## src/design/ctu_pkg.sv

```systemverilog
// Package: register map, field positions and reset values of the charge time unit control
package ctu_pkg;
    // Register offsets on the plain register port
    localparam logic [3:0] OFS_CTRL_HIGH = 4'h0;
    localparam logic [3:0] OFS_CTRL_LOW  = 4'h1;
    localparam logic [3:0] OFS_IRQ_STAT  = 4'h2;
    localparam logic [3:0] OFS_IRQ_EN    = 4'h3;
    localparam logic [3:0] OFS_IRQ_CLR   = 4'h4;
    localparam logic [3:0] OFS_UNIT_STAT = 4'h5;

    // High control fields
    localparam int BIT_UNIT_EN   = 7;
    localparam int BIT_IDLE_STOP = 5;
    localparam int BIT_DELAY_GEN = 4;
    localparam int BIT_EDGE_GATE = 3;
    localparam int BIT_EDGE_ORD  = 2;
    localparam int BIT_SRC_GND   = 1;
    localparam int BIT_TRIG_EN   = 0;
    localparam logic [7:0] CTRL_HIGH_WMASK = 8'hbf;

    // Low control fields
    localparam int BIT_POL2  = 7;
    localparam int SEL2_LSB  = 5;
    localparam int BIT_POL1  = 4;
    localparam int SEL1_LSB  = 2;
    localparam int BIT_STAT2 = 1;
    localparam int BIT_STAT1 = 0;

    // Interrupt status fields
    localparam int BIT_IRQ_DONE = 0;
    localparam logic [7:0] IRQ_MASK = 8'h01;

    // Reset values
    localparam logic [7:0] RST_CTRL_HIGH = 8'h00;
    localparam logic [7:0] RST_CTRL_LOW  = 8'h00;
    localparam logic [7:0] RST_IRQ       = 8'h00;

    // Source select encodings
    localparam logic [1:0] SEL_PIN_ONE  = 2'h3;
    localparam logic [1:0] SEL_PIN_TWO  = 2'h2;
    localparam logic [1:0] SEL_TRIG_ONE = 2'h1;
    localparam logic [1:0] SEL_TRIG_TWO = 2'h0;
endpackage

```

## src/design/ctu_edge_ctrl.sv

```systemverilog
// Control logic of the charge time unit: control registers, edge status, source and trigger gating
`timescale 1ns/100ps
// What this block does
// - Enable bit 7 turns the unit on
// - Bit 6 reads zero, writes ignored
// - Idle-stop bit blocks edges and delay generation during Idle
// - Bit 4 enables edge delay generation
// - Edge gating bit 3 passes or blocks edges
// - Ordering bit: second edge needs first edge
// - Bit 1 grounds the current source output
// - Trigger output only while bit 0 set
// - Each channel picks one of four sources
// - Special event output starts a conversion
// - Edges set status; software sets or clears
// - Current on only when one status set
// - Source on-to-off sets flag; enable gates interrupt
// - Select 11,10,01,00; polarity 1 positive
module ctu_edge_ctrl
(
    input  wire logic                 MCLK,
    input  wire logic                 SYS_RST,
    input  wire logic [3:0]           REG_ADDR,
    input  wire logic [7:0]           REG_WDATA,
    input  wire logic                 REG_WR,
    input  wire logic                 REG_RD,
    output logic      [7:0]           REG_RDATA,
    input  wire logic                 EDGE_PIN_ONE,
    input  wire logic                 EDGE_PIN_TWO,
    input  wire logic                 TIMER_TRIG_ONE,
    input  wire logic                 TIMER_TRIG_TWO,
    input  wire logic                 IDLE_MODE,
    output logic                      CURRENT_SOURCE_ON,
    output logic                      SOURCE_GROUND,
    output logic                      DELAY_GEN_ON,
    output logic                      CONVERTER_TRIGGER,
    output logic                      IRQ
);
    import ctu_pkg::*;

    logic [7:0] ctrl_high_ff;
    logic [7:0] ctrl_low_ff;
    logic [7:0] irq_stat_ff;
    logic [7:0] irq_en_ff;
    logic [2:0] pin1_sync_ff;
    logic [2:0] pin2_sync_ff;
    logic       pin1_lvl_ff;
    logic       pin2_lvl_ff;
    logic       pin1_agree;
    logic       pin2_agree;
    logic       src_on_ff;
    logic       stat1_d;
    logic       stat2_d;
    logic       active;
    logic       edges_open;
    logic [1:0] sel1;
    logic [1:0] sel2;
    logic       pol1;
    logic       pol2;
    logic       level1;
    logic       level2;
    logic       order_ok;
    logic       edge1_hit;
    logic       edge2_hit;
    logic       nxt_src_on;
    logic       src_off_event;
    logic       nxt_irq;
    logic [7:0] nxt_rdata;
    logic       wr_high;
    logic       wr_low;
    logic       wr_irq_en;
    logic       wr_irq_clr;

    // Pick one of four level sources for a channel
    function automatic logic pick_source(input logic [1:0] sel, input logic p1, input logic p2,
                                         input logic t1, input logic t2);
        logic r;
        r = 1'b0;
        unique case (sel)
            SEL_PIN_ONE:  r = p1;
            SEL_PIN_TWO:  r = p2;
            SEL_TRIG_ONE: r = t1;
            SEL_TRIG_TWO: r = t2;
        endcase
        return r;
    endfunction

    // Write strobe aimed at one offset; shared by every writable register
    function automatic logic addr_write(input logic wr, input logic [3:0] a, input logic [3:0] ofs);
        return wr & (a == ofs);
    endfunction

    // Pin one is asynchronous: three stages before its level is trusted
    always_ff @(posedge MCLK or posedge SYS_RST)
    begin
        if (SYS_RST)
        begin
            pin1_sync_ff <= 3'h0;
        end
        else
        begin
            pin1_sync_ff <= {pin1_sync_ff[1:0], EDGE_PIN_ONE};
        end
    end

    // Pin two passes the same three stages
    always_ff @(posedge MCLK or posedge SYS_RST)
    begin
        if (SYS_RST)
        begin
            pin2_sync_ff <= 3'h0;
        end
        else
        begin
            pin2_sync_ff <= {pin2_sync_ff[1:0], EDGE_PIN_TWO};
        end
    end

    // A level counts only once stages two and three agree
    assign pin1_agree = (pin1_sync_ff[1] == pin1_sync_ff[2]);
    assign pin2_agree = (pin2_sync_ff[1] == pin2_sync_ff[2]);

    // Filtered pin one; a one-cycle glitch never reaches it
    always_ff @(posedge MCLK or posedge SYS_RST)
    begin
        if (SYS_RST)
        begin
            pin1_lvl_ff <= 1'b0;
        end
        else if (pin1_agree)
        begin
            pin1_lvl_ff <= pin1_sync_ff[2];
        end
    end

    // Filtered pin two
    always_ff @(posedge MCLK or posedge SYS_RST)
    begin
        if (SYS_RST)
        begin
            pin2_lvl_ff <= 1'b0;
        end
        else if (pin2_agree)
        begin
            pin2_lvl_ff <= pin2_sync_ff[2];
        end
    end

    // Unit runs when enabled and not halted by Idle
    assign active = ctrl_high_ff[BIT_UNIT_EN]
                    & ~(ctrl_high_ff[BIT_IDLE_STOP] & IDLE_MODE);
    assign edges_open = active & ctrl_high_ff[BIT_EDGE_GATE];

    // Channel configuration fields of control low
    assign sel1 = ctrl_low_ff[SEL1_LSB+:2];
    assign sel2 = ctrl_low_ff[SEL2_LSB+:2];
    assign pol1 = ctrl_low_ff[BIT_POL1];
    assign pol2 = ctrl_low_ff[BIT_POL2];

    // Chosen source levels; timer triggers share this clock, so no sync
    assign level1 = pick_source(sel1, pin1_lvl_ff, pin2_lvl_ff, TIMER_TRIG_ONE, TIMER_TRIG_TWO);
    assign level2 = pick_source(sel2, pin1_lvl_ff, pin2_lvl_ff, TIMER_TRIG_ONE, TIMER_TRIG_TWO);

    // Ordering holds channel two back until channel one has fired
    assign order_ok = ~ctrl_high_ff[BIT_EDGE_ORD] | ctrl_low_ff[BIT_STAT1];

    // Level-sensitive: a matching level is a hit on every cycle it stands
    assign edge1_hit = edges_open & (level1 == pol1);
    assign edge2_hit = edges_open & (level2 == pol2) & order_ok;

    // Register write decodes
    assign wr_high    = addr_write(REG_WR, REG_ADDR, OFS_CTRL_HIGH);
    assign wr_low     = addr_write(REG_WR, REG_ADDR, OFS_CTRL_LOW);
    assign wr_irq_en  = addr_write(REG_WR, REG_ADDR, OFS_IRQ_EN);
    assign wr_irq_clr = addr_write(REG_WR, REG_ADDR, OFS_IRQ_CLR);

    // Control high register; bit 6 is never stored
    always_ff @(posedge MCLK or posedge SYS_RST)
    begin
        if (SYS_RST)
        begin
            ctrl_high_ff <= RST_CTRL_HIGH;
        end
        else if (wr_high)
        begin
            ctrl_high_ff <= REG_WDATA & CTRL_HIGH_WMASK;
        end
    end

    // Status bits: hardware set wins over a software clear in the same cycle
    always_comb
    begin
        stat1_d = wr_low ? REG_WDATA[BIT_STAT1] : ctrl_low_ff[BIT_STAT1];
        stat2_d = wr_low ? REG_WDATA[BIT_STAT2] : ctrl_low_ff[BIT_STAT2];
        stat1_d = stat1_d | edge1_hit;
        stat2_d = stat2_d | edge2_hit;
    end

    // Control low register: selects, polarities and edge status
    always_ff @(posedge MCLK or posedge SYS_RST)
    begin
        if (SYS_RST)
            ctrl_low_ff <= RST_CTRL_LOW;
        else
        begin
            if (wr_low)
                ctrl_low_ff[7:2] <= REG_WDATA[7:2];
            ctrl_low_ff[BIT_STAT1] <= stat1_d;
            ctrl_low_ff[BIT_STAT2] <= stat2_d;
        end
    end

    // Current flows only between edges, i.e. exactly one status set
    assign nxt_src_on = ctrl_high_ff[BIT_UNIT_EN]
                        & (ctrl_low_ff[BIT_STAT1] ^ ctrl_low_ff[BIT_STAT2]);
    assign src_off_event = src_on_ff & ~nxt_src_on;

    // Source state; its fall is the special event
    always_ff @(posedge MCLK or posedge SYS_RST)
    begin
        if (SYS_RST)
        begin
            src_on_ff <= 1'b0;
        end
        else
        begin
            src_on_ff <= nxt_src_on;
        end
    end

    // Current source enable toward the analog side
    always_ff @(posedge MCLK or posedge SYS_RST)
    begin
        if (SYS_RST)
        begin
            CURRENT_SOURCE_ON <= 1'b0;
        end
        else
        begin
            CURRENT_SOURCE_ON <= nxt_src_on;
        end
    end

    // Discharge switch obeys its bit even when disabled, so a cap can be emptied first
    always_ff @(posedge MCLK or posedge SYS_RST)
    begin
        if (SYS_RST)
        begin
            SOURCE_GROUND <= 1'b0;
        end
        else
        begin
            SOURCE_GROUND <= ctrl_high_ff[BIT_SRC_GND];
        end
    end

    // Delay generation pauses with the unit, Idle stop included
    always_ff @(posedge MCLK or posedge SYS_RST)
    begin
        if (SYS_RST)
        begin
            DELAY_GEN_ON <= 1'b0;
        end
        else
        begin
            DELAY_GEN_ON <= active & ctrl_high_ff[BIT_DELAY_GEN];
        end
    end

    // Special event pulse on source shut-off starts a conversion
    always_ff @(posedge MCLK or posedge SYS_RST)
    begin
        if (SYS_RST)
        begin
            CONVERTER_TRIGGER <= 1'b0;
        end
        else
        begin
            CONVERTER_TRIGGER <= ctrl_high_ff[BIT_TRIG_EN] & ctrl_high_ff[BIT_UNIT_EN]
                                 & src_off_event;
        end
    end

    // Sticky interrupt status; set beats clear
    always_ff @(posedge MCLK or posedge SYS_RST)
    begin
        if (SYS_RST)
            irq_stat_ff <= RST_IRQ;
        else
        begin
            if (wr_irq_clr)
                irq_stat_ff <= irq_stat_ff & ~REG_WDATA & IRQ_MASK;
            if (src_off_event)
                irq_stat_ff[BIT_IRQ_DONE] <= 1'b1;
        end
    end

    // Interrupt enable register
    always_ff @(posedge MCLK or posedge SYS_RST)
    begin
        if (SYS_RST)
        begin
            irq_en_ff <= RST_IRQ;
        end
        else if (wr_irq_en)
        begin
            irq_en_ff <= REG_WDATA & IRQ_MASK;
        end
    end

    // Any enabled status bit raises the line
    assign nxt_irq = |(irq_stat_ff & irq_en_ff);

    // Registered level interrupt
    always_ff @(posedge MCLK or posedge SYS_RST)
    begin
        if (SYS_RST)
        begin
            IRQ <= 1'b0;
        end
        else
        begin
            IRQ <= nxt_irq;
        end
    end

    // Read mux; unmapped offsets read zero
    always_comb
    begin
        nxt_rdata = 8'h00;
        unique case (REG_ADDR)
            OFS_CTRL_HIGH: nxt_rdata = ctrl_high_ff;
            OFS_CTRL_LOW:  nxt_rdata = ctrl_low_ff;
            OFS_IRQ_STAT:  nxt_rdata = irq_stat_ff;
            OFS_IRQ_EN:    nxt_rdata = irq_en_ff;
            OFS_UNIT_STAT: nxt_rdata = {5'h00, active, src_on_ff, 1'b0};
            default:       nxt_rdata = 8'h00;
        endcase
    end

    // Read data stands only in the cycle after the strobe
    always_ff @(posedge MCLK or posedge SYS_RST)
    begin
        if (SYS_RST)
        begin
            REG_RDATA <= 8'h00;
        end
        else
        begin
            REG_RDATA <= REG_RD ? nxt_rdata : 8'h00;
        end
    end
endmodule

```

## config.mk

```make
export PLATFORM = sky130hd
export DESIGN_NAME = ctu_edge_ctrl
export DESIGN_NICKNAME = d
export VERILOG_FILES = /design/src/design/ctu_pkg.sv /design/src/design/ctu_edge_ctrl.sv
export SDC_FILE = /design/constraint.sdc
export NUM_CORES = 1
export LEC_CHECK = 0
export BUFFER_PORTS_ARGS = -buffer_cell sky130_fd_sc_hd__buf_4
export CAP_MARGIN = 10
export CORE_MARGIN = 5
export CORE_UTILIZATION = 45
export DETAILED_ROUTE_END_ITERATION = 10
export PLACE_DENSITY = 0.68
export SLEW_MARGIN = 20
export SYNTH_ARGS = -nofsm -noshare
export SYNTH_HDL_FRONTEND = slang
export SYNTH_SLANG_ARGS = --single-unit
```

## constraint.sdc

```tcl
create_clock -name MCLK -period 1.7 [get_ports MCLK]
set_input_delay 0 -clock MCLK [delete_from_list [all_inputs] [get_ports MCLK]]
set_output_delay 0 -clock MCLK [all_outputs]
set_load 0.01 [all_outputs]
```

Yosys cells after proc, flatten, opt, wreduce, memory -nomap -nowiden
Cells that the tools add are included.
{ "totals": {"ff_bits": 38, "word_cells": 68} }
{ "classes": {"eq_ne": 15, "mux": 8, "bitwise_logic": 25, "n_reduce_logical": 5} }
{ "op_table": {"columns": ["operator", "n"], "rows": [
  ["$pmux W8 S5", 1],
  ["$and A1 B1 Y1", 17],
  ["$eq A2 B2 Y1 const B", 4],
  ["$eq A4 B2 Y1 const B", 2],
  ["$eq A4 B3 Y1 const B", 2],
  ["$mux W8", 1],
  ["$pmux W1 S4", 2],
  ["$reduce_or A8 Y1", 1],
  ["$eq A1 B1 Y1", 4],
  ["$eq A2 B1 Y1 const B", 2],
  ["$eq A4 B1 Y1 const B", 1],
  ["$logic_not A2 Y1", 2],
  ["$logic_not A4 Y1", 1],
  ["$mux W1", 4],
  ["$not A1 Y1", 4],
  ["$or A1 B1 Y1", 3],
  ["$reduce_bool A2 Y1", 1],
  ["$xor A1 B1 Y1", 1]
]} }

Logic depth before layout (Yosys ltp)
{ "depth": {"word_depth": 7, "mapped_depth": 4, "depth_no_buf": 3} }

Worst setup path after synthesis
Ideal clock, no wire load.
{ "synth_timing": {"kind": "register -> register", "start": "register ctrl_low_ff[2]", "end": "register ctrl_low_ff[0]", "setup_time_ns": 0.138, "arrival_ns": 1.094, "slack_ns": 0.468, "stages_incl_launch_ff": 4, "period_less_slack_ns": 1.232, "cell_sequence": "dfrtp_1 -> mux4_2 -> xor2_1 -> o221ai_1"} }
{ "synth_via": {"elab_chain_len": 5, "word_cells_on_any_way": 8, "classes_between": "4 x eq/ne; 1 x mux; 2 x bitwise; 1 x reduce/logical"} }
{ "synth_lines": {"columns": ["item", "line_no", "text"], "rows": [
  ["start: declaration", "ctu_edge_ctrl.sv:41", "logic [7:0] ctrl_low_ff;"],
  ["start signal: assignment", "ctu_edge_ctrl.sv:206", "ctrl_low_ff[7:2] <= REG_WDATA[7:2];"],
  ["start signal: indexed assignment", "ctu_edge_ctrl.sv:207", "ctrl_low_ff[BIT_STAT1] <= stat1_d;"],
  ["start signal: indexed assignment", "ctu_edge_ctrl.sv:208", "ctrl_low_ff[BIT_STAT2] <= stat2_d;"],
  ["$eq A2 B1 Y1, or another cell as far along", "ctu_edge_ctrl.sv:78", "unique case (sel)"],
  ["$pmux W1 S4 (*)", "ctu_edge_ctrl.sv:78", null],
  ["$eq A1 B1 Y1 (*)", "ctu_edge_ctrl.sv:167", "assign edge1_hit = edges_open & (level1 == pol1);"],
  ["$and A1 B1 Y1 (*)", "ctu_edge_ctrl.sv:167", null],
  ["$or A1 B1 Y1 (*)", "ctu_edge_ctrl.sv:194", "stat1_d = stat1_d | edge1_hit;"],
  ["named net stat1_d", "ctu_edge_ctrl.sv:51", "logic stat1_d;"]
]} }
The timed path passes the listed nets; every way through them passes the cells marked *.
A chain may end at the register's enable or synchronous reset.

Final worst setup path
{ "layout_timing": {"start": "input REG_ADDR[0]", "end": "register ctrl_low_ff[2]"} }
{ "layout_via": {"elab_chain_len": 2} }
{ "layout_lines": {"columns": ["item", "line_no", "text"], "rows": [
  ["start: declaration", "ctu_edge_ctrl.sv:22", "input wire logic [3:0] REG_ADDR,"],
  ["$eq A4 B1 Y1", "ctu_edge_ctrl.sv:89", "return wr & (a == ofs);"],
  ["$and A1 B1 Y1", "ctu_edge_ctrl.sv:89", null]
]} }
No other way between the ends.

==> reports/metrics.yaml <==
outcome:
  status: "finished clean"
logic_synthesis:
  yosys_warnings: 0
  synth_area_leaders: "dfrtp_1, mux2_4, mux2_2"
  syn-cell-area_um2: 1560
  synth_edf_count: 0
  synth.yosys.seq_area_share: 0.610
  async_flop_share: 1.00
  synth-seq-cells: 38
  synthesis.area_per_instance_um2: 14.6
  synth_top_area_cell: "dfrtp_1"
  synth_top_area_share: 0.610
  syn_inst: 107
  synth.distinct_cells: 33
  synthesis.nets: 128
  synthFlopType: "dfrtp_1"
routing:
  vias: 1046
  avgRoutedWirePerCell_um: 14.8
  drt-pass1-iter-count: 2
  ant_nets: 0
  drc: 0
  vias_per_cell: 4.96
  drtIter0Drc: 71
  wl_um: 3120
die:
  die-height_um: 68.9
  die_x_um: 68.9
  core_um2: 3340
  ioPinCount: 34
  die-area_um2: 4740
  initial_core_util: 0.467
  core.rowCount: 21
clocking:
  clk_pin_slew_ns: 0.11
  cts_buffers: 5
  clk_path_buf_depth: 2
  clockRootBuffer: "clkbuf_4"
  cts_tree: "yes"
  h-tree-depth: 2
  clock_sinks: 38
  clk_latency_ns: 0.33
power_and_ir_drop:
  p_int_mw: 1.72
  peakVddDrop_v: 0.000589
  pwr-share-comb: 0.220
  p_total_mw: 2.33
  power_switching_mw: 0.606
  power_per_cell_area_nw_per_um2: 1100
  clockPowerShare: 0.266
  pwr-share-seq: 0.514
  p_leak_nw: 1.03
  sw_frac_of_total: 0.260
sta:
  drv_slew: 0
  slew_headroom: 0.684
  setup_viol: 0
  post-route-period-util: 0.976
  min_period_ns: 1.66
  finalHoldViolCount: 0
  worst_pin_slew_ns: 0.473
  tns_ns: 0
  finClkSkew_ns: 0.00991
  rsz0062_at_grt: "false"
  max_freq_ghz: 0.603
setup_path:
  crit_path_end_kind: "flop"
  startpoint_type: "input port"
  crit_chain: "dlygate4sd3_1 -> buf_4 -> or3b_4 -> or2_1 -> mux2_4"
  critPathKind: "in2reg"
  cp_slowest_cell: "dlygate4sd3_1"
  ff2ff_setup_slack_ns: 0.29
  critical_path.max_stage_delay_ns: 0.53
  crit_fanout: 11
  r2r-start: "ctrl_low_ff[2]"
  worstPathRequired_ns: 1.92
  crit_start: "REG_ADDR[0]"
  cp.arrival_ns: 1.88
global_routing:
  overflow: 0
  grt_pass1_wl_um: 5070
  grt_pass1_vias: 1091
  antenna_found_initial: 0
  grt_max_degree: 39
  grtUsageTotal: 0.154
finish:
  areaGrowthSynthToFinish_pct: 36.1
  antenna_cells: 0
  drive_above_1_share: 0.370
  final_nets: 186
  final_area_um2: 2120
hold_path:
  hold_path_class: "in2reg"
  hold_start: "IDLE_MODE"
place:
  gp_congestion: 0.805
  placed_cell_area_um2: 1870
  place_hpwl_um: 2230
  port_buffers: 33
job:
  maxCapViolCount: 0
==> cells in the final DEF (no fill, tap or decap) <==
master,instances
a22o_1,1
and4bb_2,1
mux2_1,1
bufinv_16,1
nor4b_1,1
nand2b_1,1
dfrtp_1,38
mux2_2,6
a2bb2oi_1,1
inv_1,4
xor2_1,3
buf_4,36
and3_1,1
mux4_2,3
clkbuf_8,1
or3b_4,1
dlygate4sd3_1,17
and4_1,1
nand2_1,5
o221ai_1,2
nor3b_1,1
nand3b_1,1
clkbuf_4,5
o21ai_0,3
nor2_1,6
nand4b_1,1
and2_1,3
mux2i_1,6
maj3_1,2
nand3_1,1
or2_1,1
or2b_4,1
mux2_4,6
o31ai_1,1
o2bb2ai_1,1
a21boi_0,1
==> Yosys cell counts (2+ instances only) <==
library cell / instances
and2_1: 3
dfrtp_1: 38
inv_1: 4
maj3_1: 2
mux2_2: 6
mux2_4: 6
mux2i_1: 6
mux4_2: 3
nand2_1: 5
nor2_1: 6
o21ai_0: 3
o221ai_1: 2
xor2_1: 3
==> final cells by class <==
type | count | area (um^2)
clock buffer | 6 | 51.3
clock inverter | 1 | 30.0
fill | 258 | 1210
inverter | 4 | 15.0
multi-input combinational | 63 | 577
sequential | 38 | 951
tap | 46 | 57.6
timing repair buffer | 53 | 440
==> routing by layer <==
| metal | track usage | up-vias | wire length [um] |
|---|---|---|---|
| met4 | 0.0876 | 0 | 80 |
| met2 | 0.262 | 27 | 1580 |
| li1 | - | 499 | - |
| met1 | 0.169 | 513 | 1280 |
| met5 | 0 | - | 0 |
| met3 | 0.0486 | 7 | 190 |
==> critical path: cells and delay by family <==
kind / cells / cell delay [ns]
AND/OR/NAND/NOR: 2 / 0.80
multiplexers: 1 / 0.35
buffers and inverters: 2 / 0.73
==> sequential cells by signal (all words and copies together), names as in the netlist, 3 cells and up <==
register and flops:
pin2_sync_ff 3, pin1_sync_ff 3, ctrl_low_ff 8, ctrl_high_ff 7, REG_RDATA 8
==> worst paths after layout <==
path	depth (start not counted)	to
worst max register to register	3	ctrl_low_ff[0]
worst max-delay path	5	ctrl_low_ff[2]
worst min-delay path	4	DELAY_GEN_ON
min in group asynchronous	4	ctrl_low_ff[4]
worst min register to register	0	pin1_sync_ff[1]
max in group asynchronous	4	SOURCE_GROUND
==> through the flow <==
stage,worst slack (ns),util,std cells,hold slack (ns)
final,0.0404,0.636,211,0.165
after global routing,0.00671,0.636,211,0.180
after CTS,0.0512,0.636,211,0.148
after detailed placement,0.242,0.561,187,0.110
after global placement,0.261,0.561,187,0.111
after floorplan,0.468,-,107,0.0314
==> logic make-up after synthesis <==
family          after synthesis  share of synthesized area
mux                          22                      0.190
simple gates                 26                      0.103
fa+ha+maj                     2                     0.0128
compound gates               10                     0.0474
xor+xnor                      3                     0.0169
buf+inv                       6                     0.0201
flops                        38                      0.610
==> power groups by stage <==
stage / clock network [mW] / registers (mW) / logic [mW]
final: 0.620 / 1.20 / 0.513
after global routing: 0.674 / 1.22 / 0.564
after CTS: 0.640 / 1.20 / 0.520
after detailed placement: 0 / 1.22 / 0.488
after global placement: 0 / 1.21 / 0.473
after floorplan: 0 / 1.19 / 0.296
==> timing repair <==
item,in CTS,in global routing
setup buffers,0,0
gates resized for setup,0,0
hold endpoints to repair,59,0
hold buffers,17,0
(Power assumes the default switching activity.)
